## config.mk

```make
export PLATFORM = sky130hd
export DESIGN_NAME = adpcm_quantizer_scale_adapt
export DESIGN_NICKNAME = d
export VERILOG_FILES = /design/src/two_entry_buffer.v /design/src/adpcm_quantizer_scale_adapt.v
export VERILOG_INCLUDE_DIRS = /design/src /design/src/inc
export SDC_FILE = /design/constraint.sdc
export NUM_CORES = 1
export LEC_CHECK = 0
export BUFFER_PORTS_ARGS = -buffer_cell sky130_fd_sc_hd__buf_2
export CAP_MARGIN = 25
export CORE_ASPECT_RATIO = 1.25
export CORE_MARGIN = 2
export CORE_UTILIZATION = 35
export CTS_CLUSTER_SIZE = 25
export DETAILED_ROUTE_END_ITERATION = 7
export PLACE_DENSITY = 0.49
export SLEW_MARGIN = 40
export SYNTH_ARGS = -nofsm -noshare
export SYNTH_HDL_FRONTEND = slang
export SYNTH_HIERARCHICAL = 1
export SYNTH_SLANG_ARGS = --single-unit
```

## constraint.sdc

```tcl
create_clock -name clk_sys_in -period 45.5 [get_ports clk_sys_in]
set_input_delay 13.65 -clock clk_sys_in [delete_from_list [all_inputs] [get_ports clk_sys_in]]
set_output_delay 13.65 -clock clk_sys_in [all_outputs]
set_load 0.005 [all_outputs]
```

## src/inc/adpcm_enc_defines.vh

```
// constants of the adpcm quantizer and scale factor adaptation core
// assumes inclusion by bare name from every design file that needs it
`ifndef ADPCM_ENC_DEFINES_VH
`define ADPCM_ENC_DEFINES_VH

// =====================================================================
// timing
`define CLK_PERIOD_NS      10
`define SAMPLE_PERIOD_NS   125000

// =====================================================================
// companding
`define LAW_MU             1'b0
`define LAW_A              1'b1
`define MU_INVERT          8'hff
`define A_INVERT           8'h55
`define EXP_BIAS           6'h21
`define MU_BIAS            14'h0021

// =====================================================================
// quantizer decision thresholds on dln, 1/128 units, signed 12 bit
`define THR_1              12'hf84
`define THR_2              12'h050
`define THR_3              12'h0b2
`define THR_4              12'h0f6
`define THR_5              12'h12c
`define THR_6              12'h15d
`define THR_7              12'h190

// =====================================================================
// inverse quantizer log outputs, 1/128 units
`define DQLN_0             12'h800
`define DQLN_1             12'h004
`define DQLN_2             12'h087
`define DQLN_3             12'h0d5
`define DQLN_4             12'h111
`define DQLN_5             12'h143
`define DQLN_6             12'h175
`define DQLN_7             12'h1a9

// =====================================================================
// scale factor weights, 1/16 units
`define WI_0               12'hff4
`define WI_1               12'h012
`define WI_2               12'h029
`define WI_3               12'h040
`define WI_4               12'h070
`define WI_5               12'h0c6
`define WI_6               12'h163
`define WI_7               12'h462

// =====================================================================
// scale factor limits and reset values
`define YU_MIN             13'h0220
`define YU_MAX             13'h1400
`define YU_RESET           13'h0220
`define YL_RESET           19'h08800
`define AP_RESET           10'h000
`define AP_LIMIT           10'h100
`define AL_ONE             7'h40

`endif

```

## src/two_entry_buffer.v

```verilog
// two-entry valid/ready buffer for the encoder's output words
// assumes one clock and an active-low asynchronous reset
`timescale 1ns/1ps

module two_entry_buffer #(
   parameter WIDTH = 49
) (
   // clock and reset
   input  wire             clk_sys_in,
   input  wire             reset_n_in,
   // fill side
   input  wire             fill_valid_in,
   output wire             fill_ready_out,
   input  wire [WIDTH-1:0] fill_data_in,
   // drain side
   output wire             drain_valid_out,
   input  wire             drain_ready_in,
   output wire [WIDTH-1:0] drain_data_out
);

   reg  [WIDTH-1:0] head_r;
   reg  [WIDTH-1:0] tail_r;
   reg  [1:0]       count_r;
   wire             push;
   wire             pop;

   assign fill_ready_out  = (count_r != 2'h2);
   assign drain_valid_out = (count_r != 2'h0);
   assign drain_data_out  = head_r;
   assign push = fill_valid_in & fill_ready_out;
   assign pop  = drain_valid_out & drain_ready_in;

   // =====================================================================
   // storage: head always holds the oldest word
   always @(posedge clk_sys_in or negedge reset_n_in) begin
      if (!reset_n_in) begin
         head_r  <= {WIDTH{1'b0}};
         tail_r  <= {WIDTH{1'b0}};
         count_r <= 2'h0;
      end else begin
         if (push && !pop) begin
            count_r <= count_r + 2'h1;
            if (count_r == 2'h0)
               head_r <= fill_data_in;
            else
               tail_r <= fill_data_in;
         end else if (pop && !push) begin
            count_r <= count_r - 2'h1;
            head_r  <= tail_r;
         end else if (pop && push) begin
            // with one entry the new word moves straight to the head
            if (count_r == 2'h1)
               head_r <= fill_data_in;
            else begin
               head_r <= tail_r;
               tail_r <= fill_data_in;
            end
         end
      end
   end

endmodule // two_entry_buffer

```

## src/adpcm_quantizer_scale_adapt.v

```verilog
// adpcm encoder core: pcm expansion, adaptive quantizer, inverse
// quantizer, reconstruction and bimodal scale factor adaptation.
// assumes the predictor, speed control and tone logic sit outside and
// present the signal estimate and speed value on the same clock.
//
// How it works
// - pcm byte, a-law or mu-law by law_sel_in, becomes 4-bit code.
// - one sample per strobe; strobes faster than 125 us are flagged.
// - compressed byte is expanded to 14-bit uniform pcm.
// - difference is uniform sample minus signal estimate.
// - fifteen levels coded as sign plus three magnitude bits.
// - difference magnitude goes to log2, scale factor subtracted.
// - log value picks magnitude 7..0 against fixed thresholds.
// - each threshold belongs to the interval above it.
// - magnitude maps to log output, plus scale, then back to linear.
// - code is emitted and feeds inverse quantizer and adaptation.
// - fast factor: 31/32 of y plus w/32, clamped 1.06..10.00.
// - weight table per magnitude code.
// - slow factor: 63/64 old plus 1/64 new fast factor.
// - y mixes previous fast and slow factors by speed al.
// - reconstructed sample is estimate plus quantized difference.
// - arithmetic follows the fixed-point reference sequence exactly.
// - speed al is previous speed value capped at one.
`timescale 1ns/1ps
`include "adpcm_enc_defines.vh"

module adpcm_quantizer_scale_adapt #(
   parameter SAMPLE_CYCLES = (`SAMPLE_PERIOD_NS + `CLK_PERIOD_NS - 1) / `CLK_PERIOD_NS
) (
   // clock and reset
   input  wire        clk_sys_in,
   input  wire        reset_n_in,
   // pcm sample side
   input  wire        sample_valid_in,
   output wire        sample_ready_out,
   input  wire [7:0]  pcm_byte_in,
   input  wire        law_sel_in,
   input  wire [14:0] estimate_in,
   output reg         rate_error_out,
   // speed value from the speed control
   input  wire        speed_valid_in,
   input  wire [9:0]  speed_in,
   // coded output side
   output wire        code_valid_out,
   input  wire        code_ready_in,
   output wire [3:0]  code_out,
   output wire [15:0] dq_out,
   output wire [15:0] recon_out,
   output wire [12:0] scale_out,
   // slow scale factor for the tone logic
   output reg  [18:0] slow_scale_out
);

   localparam CNT_W = 14;
   localparam [CNT_W-1:0] SAMPLE_CNT = SAMPLE_CYCLES[CNT_W-1:0];

   // =====================================================================
   // state
   reg  [12:0]      yu_r;
   reg  [18:0]      yl_r;
   reg  [9:0]       ap_r;
   reg  [CNT_W-1:0] gap_cnt_r;
   wire             accept;
   wire             buf_ready;

   assign sample_ready_out = buf_ready;
   assign accept = sample_valid_in & buf_ready;

   // =====================================================================
   // leading one position of a 15-bit magnitude
   function [3:0] msb_pos;
      input [14:0] v;
      integer i;
      begin
         msb_pos = 4'h0;
         for (i = 0; i < 15; i = i + 1)
            if (v[i])
               msb_pos = i[3:0];
      end
   endfunction

   // =====================================================================
   // expansion
   reg  [7:0]  pcm_x;
   reg  [2:0]  pexp;
   reg  [5:0]  pseg;
   reg  [13:0] mag14;
   reg  [13:0] sl;
   always @* begin
      pcm_x = 8'h00;
      pexp  = 3'h0;
      pseg  = 6'h00;
      mag14 = 14'h0000;
      sl    = 14'h0000;
      if (law_sel_in == `LAW_MU) begin
         pcm_x = pcm_byte_in ^ `MU_INVERT;
         pexp  = pcm_x[6:4];
         pseg  = {1'b0, pcm_x[3:0], 1'b0} + `EXP_BIAS;
         mag14 = ({8'h00, pseg} << pexp) - `MU_BIAS;
         sl    = pcm_x[7] ? (14'h0000 - mag14) : mag14;
      end else begin
         pcm_x = pcm_byte_in ^ `A_INVERT;
         pexp  = pcm_x[6:4];
         if (pexp == 3'h0)
            mag14 = {8'h00, pcm_x[3:0], 2'h2};
         else begin
            pseg  = {1'b0, pcm_x[3:0], 1'b0} + `EXP_BIAS;
            mag14 = {7'h00, pseg, 1'b0} << (pexp - 3'h1);
         end
         sl = pcm_x[7] ? mag14 : (14'h0000 - mag14);
      end
   end

   // =====================================================================
   // mix of fast and slow factors
   reg  [6:0]  al;
   reg  [13:0] mdif;
   reg  [12:0] mdifm;
   reg  [19:0] mprod_full;
   reg  [12:0] mprodm;
   reg  [12:0] mprod;
   reg  [12:0] y;
   always @* begin
      if (ap_r >= `AP_LIMIT)
         al = `AL_ONE;
      else
         al = ap_r[8:2];
      // scale the magnitude, then restore the sign, so truncation is symmetric
      mdif  = {1'b0, yu_r} - {1'b0, yl_r[18:6]};
      mdifm = mdif[13] ? (13'h0000 - mdif[12:0]) : mdif[12:0];
      mprod_full = mdifm * al;
      mprodm = mprod_full[18:6];
      mprod  = mdif[13] ? (13'h0000 - mprodm) : mprodm;
      y      = yl_r[18:6] + mprod;
   end

   // =====================================================================
   // difference, log and quantizer
   reg  [15:0] d;
   reg  [14:0] dm;
   reg  [3:0]  dexp;
   reg  [21:0] dshift;
   reg  [10:0] dl;
   reg  [11:0] dln;
   reg  [2:0]  imag;
   reg  [3:0]  code;
   always @* begin
      d      = {sl[13], sl[13], sl} - {estimate_in[14], estimate_in};
      dm     = d[15] ? (15'h0000 - d[14:0]) : d[14:0];
      dexp   = msb_pos(dm);
      dshift = {dm, 7'h00} >> dexp;
      dl     = {dexp, dshift[6:0]};
      dln    = {1'b0, dl} - {1'b0, y[12:2]};
      // signed compares, each threshold starts its own interval
      if ($signed(dln) < $signed(`THR_1))
         imag = 3'h0;
      else if ($signed(dln) < $signed(`THR_2))
         imag = 3'h1;
      else if ($signed(dln) < $signed(`THR_3))
         imag = 3'h2;
      else if ($signed(dln) < $signed(`THR_4))
         imag = 3'h3;
      else if ($signed(dln) < $signed(`THR_5))
         imag = 3'h4;
      else if ($signed(dln) < $signed(`THR_6))
         imag = 3'h5;
      else if ($signed(dln) < $signed(`THR_7))
         imag = 3'h6;
      else
         imag = 3'h7;
      // negative difference sends the ones complement of the magnitude
      code = d[15] ? {1'b1, ~imag} : {1'b0, imag};
   end

   // =====================================================================
   // inverse quantizer and reconstruction
   reg  [11:0] dqln;
   reg  [11:0] dql;
   reg  [7:0]  dqt;
   reg  [14:0] dqmag;
   reg  [15:0] dq;
   reg  [15:0] dq_tc;
   reg  [15:0] sr;
   always @* begin
      case (imag)
         3'h0: dqln = `DQLN_0;
         3'h1: dqln = `DQLN_1;
         3'h2: dqln = `DQLN_2;
         3'h3: dqln = `DQLN_3;
         3'h4: dqln = `DQLN_4;
         3'h5: dqln = `DQLN_5;
         3'h6: dqln = `DQLN_6;
         default: dqln = `DQLN_7;
      endcase
      dql = dqln + {1'b0, y[12:2]};
      // y is capped, so the exponent never passes fourteen
      dqt = {1'b1, dql[6:0]};
      // a negative log value means the linear magnitude is zero
      if (dql[11])
         dqmag = 15'h0000;
      else
         dqmag = {dqt, 7'h00} >> (4'he - dql[10:7]);
      dq    = {code[3], dqmag};
      dq_tc = code[3] ? (16'h0000 - {1'b0, dqmag}) : {1'b0, dqmag};
      sr    = dq_tc + {estimate_in[14], estimate_in};
   end

   // =====================================================================
   // fast and slow factor updates
   reg  [11:0] wi;
   reg  [16:0] fdif;
   reg  [12:0] fdifsx;
   reg  [12:0] yut;
   reg  [12:0] yu_nxt;
   reg  [13:0] ldif;
   reg  [18:0] yl_nxt;
   always @* begin
      case (imag)
         3'h0: wi = `WI_0;
         3'h1: wi = `WI_1;
         3'h2: wi = `WI_2;
         3'h3: wi = `WI_3;
         3'h4: wi = `WI_4;
         3'h5: wi = `WI_5;
         3'h6: wi = `WI_6;
         default: wi = `WI_7;
      endcase
      // subtract before shifting; reordering changes the low bits and breaks lockstep
      fdif   = {wi, 5'h00} - {4'h0, y};
      fdifsx = {fdif[16], fdif[16:5]};
      yut    = y + fdifsx;
      if (yut < `YU_MIN)
         yu_nxt = `YU_MIN;
      else if (yut >= `YU_MAX)
         yu_nxt = `YU_MAX;
      else
         yu_nxt = yut;
      ldif   = {1'b0, yu_nxt} - {1'b0, yl_r[18:6]};
      yl_nxt = yl_r + {{5{ldif[13]}}, ldif};
   end

   // =====================================================================
   // state registers; factors update once per accepted sample, speed value on speed_valid_in
   always @(posedge clk_sys_in or negedge reset_n_in) begin
      if (!reset_n_in) begin
         yu_r           <= `YU_RESET;
         yl_r           <= `YL_RESET;
         ap_r           <= `AP_RESET;
         slow_scale_out <= `YL_RESET;
      end else begin
         if (accept) begin
            yu_r           <= yu_nxt;
            yl_r           <= yl_nxt;
            slow_scale_out <= yl_nxt;
         end
         // a sample taken in the same cycle still sees the old speed value
         if (speed_valid_in)
            ap_r <= speed_in;
      end
   end

   // =====================================================================
   // sample spacing watch; early samples are still coded, only flagged
   always @(posedge clk_sys_in or negedge reset_n_in) begin
      if (!reset_n_in) begin
         gap_cnt_r      <= SAMPLE_CNT;
         rate_error_out <= 1'b0;
      end else begin
         // counter saturates, so the first sample after reset is never flagged
         rate_error_out <= accept && (gap_cnt_r < SAMPLE_CNT - 14'h0001);
         if (accept)
            gap_cnt_r <= {CNT_W{1'b0}};
         else if (gap_cnt_r != SAMPLE_CNT)
            gap_cnt_r <= gap_cnt_r + 14'h0001;
      end
   end

   // =====================================================================
   // output buffer; a stalled channel holds off the sample source
   // word order: code, quantized difference, reconstruction, scale
   wire [48:0] out_word;
   two_entry_buffer #(
      .WIDTH (49)
   ) u_out_buf (
      .clk_sys_in      (clk_sys_in),
      .reset_n_in      (reset_n_in),
      .fill_valid_in   (sample_valid_in),
      .fill_ready_out  (buf_ready),
      .fill_data_in    ({code, dq, sr, y}),
      .drain_valid_out (code_valid_out),
      .drain_ready_in  (code_ready_in),
      .drain_data_out  (out_word)
   );

   assign code_out  = out_word[48:45];
   assign dq_out    = out_word[44:29];
   assign recon_out = out_word[28:13];
   assign scale_out = out_word[12:0];

endmodule // adpcm_quantizer_scale_adapt

```

==> out/metrics.cfg <==
[detailed_routing]
wire_per_inst_um=18.8
drtAntennaViolNets=0
via_count=19150
viasPerCell=5.58
first_pass_iters=6
routed_wl_um=64500
drt-initial-drc-count=979
drc_errors=0

[worst_setup_path]
crit_path_max_fanout=16
crit_buf_inv=7
slowest_delay_ns=0.72
cp_slowest_cell=a2111oi_4
critical_path_arrival_ns=33.57
worstSetupPathType=in -> reg
cp_top_family=compound AO/OA/AOI/OAI gates
end_kind=flip-flop
required_ns=45.88
cp-start-kind=input pin
cp_common_cell=o21ai_0

[clocking]
cts-root-buf=clkbuf_16
path_clk_slew_ns=0.08
cts_resized=0
ctsHoldBuffers=0
cts_tree=yes
clock_path_buffers=2
htreeDepth=4
postCtsSetupBuffers=0
clock_sinks=155
clock_latency_ns=0.50
cts_buffers=17

[synthesis]
synth_cells=2625
ys_seq_elements=155
synth_xor_area_share_pct=8.27
synth.area.mux_share_pct=6.56
avgSynthCellArea_um2=8.01
yosysWarnings=6
synth_top_family_by_area=compound AO/OA/AOI/OAI gates
synth_edf_count=0
yosysSeqAreaShare_pct=18.5
synth_compound_area_share_pct=23.4
synth_area_mm2=0.0210
synthSimpleGateAreaFrac_pct=20.7
synth_cell_type_count=115
syn-num-nets=2909
synthArstFlopShare_pct=100
synth_ff_type=dfrtp_1
synthAdderAreaFrac_pct=16.9

[timing]
fin_crit_ns=33.18
slew_viol_final=0
tns_ns=0
worst_slew_pin_slew_ns=0.822
finalWorstSetupSlack_ns=12.32
fmaxAchievable_ghz=0.0301
finalSetupViolCount=0
report.final.hold_viol_count=0
finalCritPeriodShare_pct=72.9
skew_ns=0.0201
rsz0062_at_grt=false
relSlewSlack_pct=44.8

[min_path]
worst_hold_path_type=reg -> reg

[floorplanning]
ioPinCount=110
initial_core_util_pct=35.4
die_w_um=223
die_h_um=278
core_mm2=0.0594
num_rows=100
die_area_mm2=0.0621

[global_route]
track_usage_pct=21.0
grt_max_degree=100
grt_pass1_vias=19319
antenna_found_initial=0
overflow=0
grt_pass1_wl_um=104000

[layout]
layout-drive-gt1-share_pct=14.7
design_area_mm2=0.0229
final_nets=2939
area_delta_synth_final_pct=8.94
diodes=0
utilization_pct=38.5

[place]
dpl_cell_area_mm2=0.0222
portBuffers=107
dp_hpwl_um=50000
dp_slack_ns=11.87
place_congestion=0.873

[run]
cap_viol_max_count=0

[outcome]
status=complete, no violations

-- logic make-up after synthesis --
group / Yosys count
and+or+nand+nor: 878
AOI/OAI and AO/OA: 734
buffers and inverters: 301
adders and majority gates: 247
xor gates and xnor gates: 189
DFF: 155
muxes: 121
-- state kept, by name (all words and copies together) (netlist names) --
register                  cells
ap_r                          8
gap_cnt_r                    14
rate_error_out                1
u_out_buf/count_r             2
u_out_buf/drain_data_out     49
u_out_buf/tail_r             49
yl_r                         19
yu_r                         13
-- cell usage after synthesis, types with 9 or more instances --
master | n | area share (%)
nor4_1 | 11 | 0.33
o21bai_1 | 26 | 0.93
buf_2 | 13 | 0.31
mux2i_1 | 39 | 1.9
o21a_1 | 32 | 1.1
or2_2 | 29 | 0.86
o21ai_0 | 186 | 4.4
inv_1 | 176 | 3.1
or3b_2 | 48 | 2.0
a31oi_1 | 88 | 2.6
ha_1 | 184 | 11
a21oi_1 | 145 | 3.5
dfrtp_1 | 145 | 17
xor2_1 | 61 | 2.5
o211ai_1 | 16 | 0.57
nor2_1 | 263 | 4.7
a21o_1 | 52 | 1.9
dfstp_2 | 10 | 1.2
mux2_2 | 68 | 3.6
o31a_1 | 10 | 0.42
and3_1 | 23 | 0.68
a21boi_0 | 9 | 0.32
a211oi_1 | 26 | 0.93
nor2b_1 | 23 | 0.68
mux2_4 | 11 | 0.79
xnor2_1 | 123 | 5.1
nand3_1 | 58 | 1.4
nand4_1 | 11 | 0.33
nor3_1 | 117 | 2.8
fa_1 | 61 | 5.8
and2_1 | 24 | 0.71
a211o_1 | 10 | 0.42
nand2b_1 | 24 | 0.71
o31ai_1 | 15 | 0.54
nand2_1 | 190 | 3.4
clkbuf_1 | 99 | 1.8
or3_1 | 26 | 0.77
-- layout by cell type (no fill, tap or decap), types with 52 or more instances in the layout --
| cell type | synthesis | layout |
|---|---|---|
| a31oi_1 | 88 | 88 |
| xor2_1 | 61 | 61 |
| mux2_2 | 68 | 68 |
| a21oi_1 | 145 | 145 |
| ha_1 | 184 | 183 |
| nand2_1 | 190 | 189 |
| a21o_1 | 52 | 52 |
| nand3_1 | 58 | 58 |
| fa_1 | 61 | 61 |
| dfrtp_1 | 145 | 145 |
| xnor2_1 | 123 | 121 |
| nor3_1 | 117 | 117 |
| buf_2 | 13 | 106 |
| o21ai_0 | 186 | 186 |
| inv_1 | 176 | 176 |
| nor2_1 | 263 | 263 |
-- routing by layer --
layer	GRT usage, %	vias to the layer above	part of all wire, %	wire [µm]
met5	0	-	0	0
met4	6.49	0	2.2	1410
met3	2.88	74	3.2	2090
met2	39.7	345	53	34000
met1	24.2	9252	42	27000
li1	-	9479	-	-
-- cell type report --
| type | count | area [µm²] |
|---|---|---|
| fill | 6107 | 36500 |
| sequential | 155 | 3890 |
| timing repair buffer | 132 | 766 |
| clock buffer | 17 | 425 |
| clock inverter | 15 | 206 |
| tap | 765 | 957 |
| inverter | 180 | 676 |
| multi-input combinational | 2169 | 16000 |
-- worst min-delay path, cell delays in order (launching register included) --
cell and delay, ns:
dfrtp_1 0.35, nand2_1 0.05, nand2_1 0.05
-- final timing paths --
check	startpoint	slack (ns)	to	depth (start not counted)
setup / recovery	pcm_byte_in[5]	12.32	yl_r[18]	86
hold / removal	yu_r[12]	0.48	yu_r[12]	2
setup reg to reg	yl_r[15]	22.59	yl_r[18]	92
hold reg to reg	yu_r[12]	0.48	yu_r[12]	2
max in group asynchronous	reset_n_in	31.45	ap_r[8]	2
min in group asynchronous	reset_n_in	13.07	u_out_buf/tail_r[3]	1
-- per-stage QoR --
stage                     hold slack [ns]  instances
after detailed placement            0.472       3400
after floorplan                     0.450       2625
after global placement              0.474       3399
after CTS                           0.489       3432
after global routing                0.519       3433
final                               0.484       3433
Power is left out: the tool's default activity adds up to more than one toggle a clock period on the data nets, which glitch-free logic cannot reach.
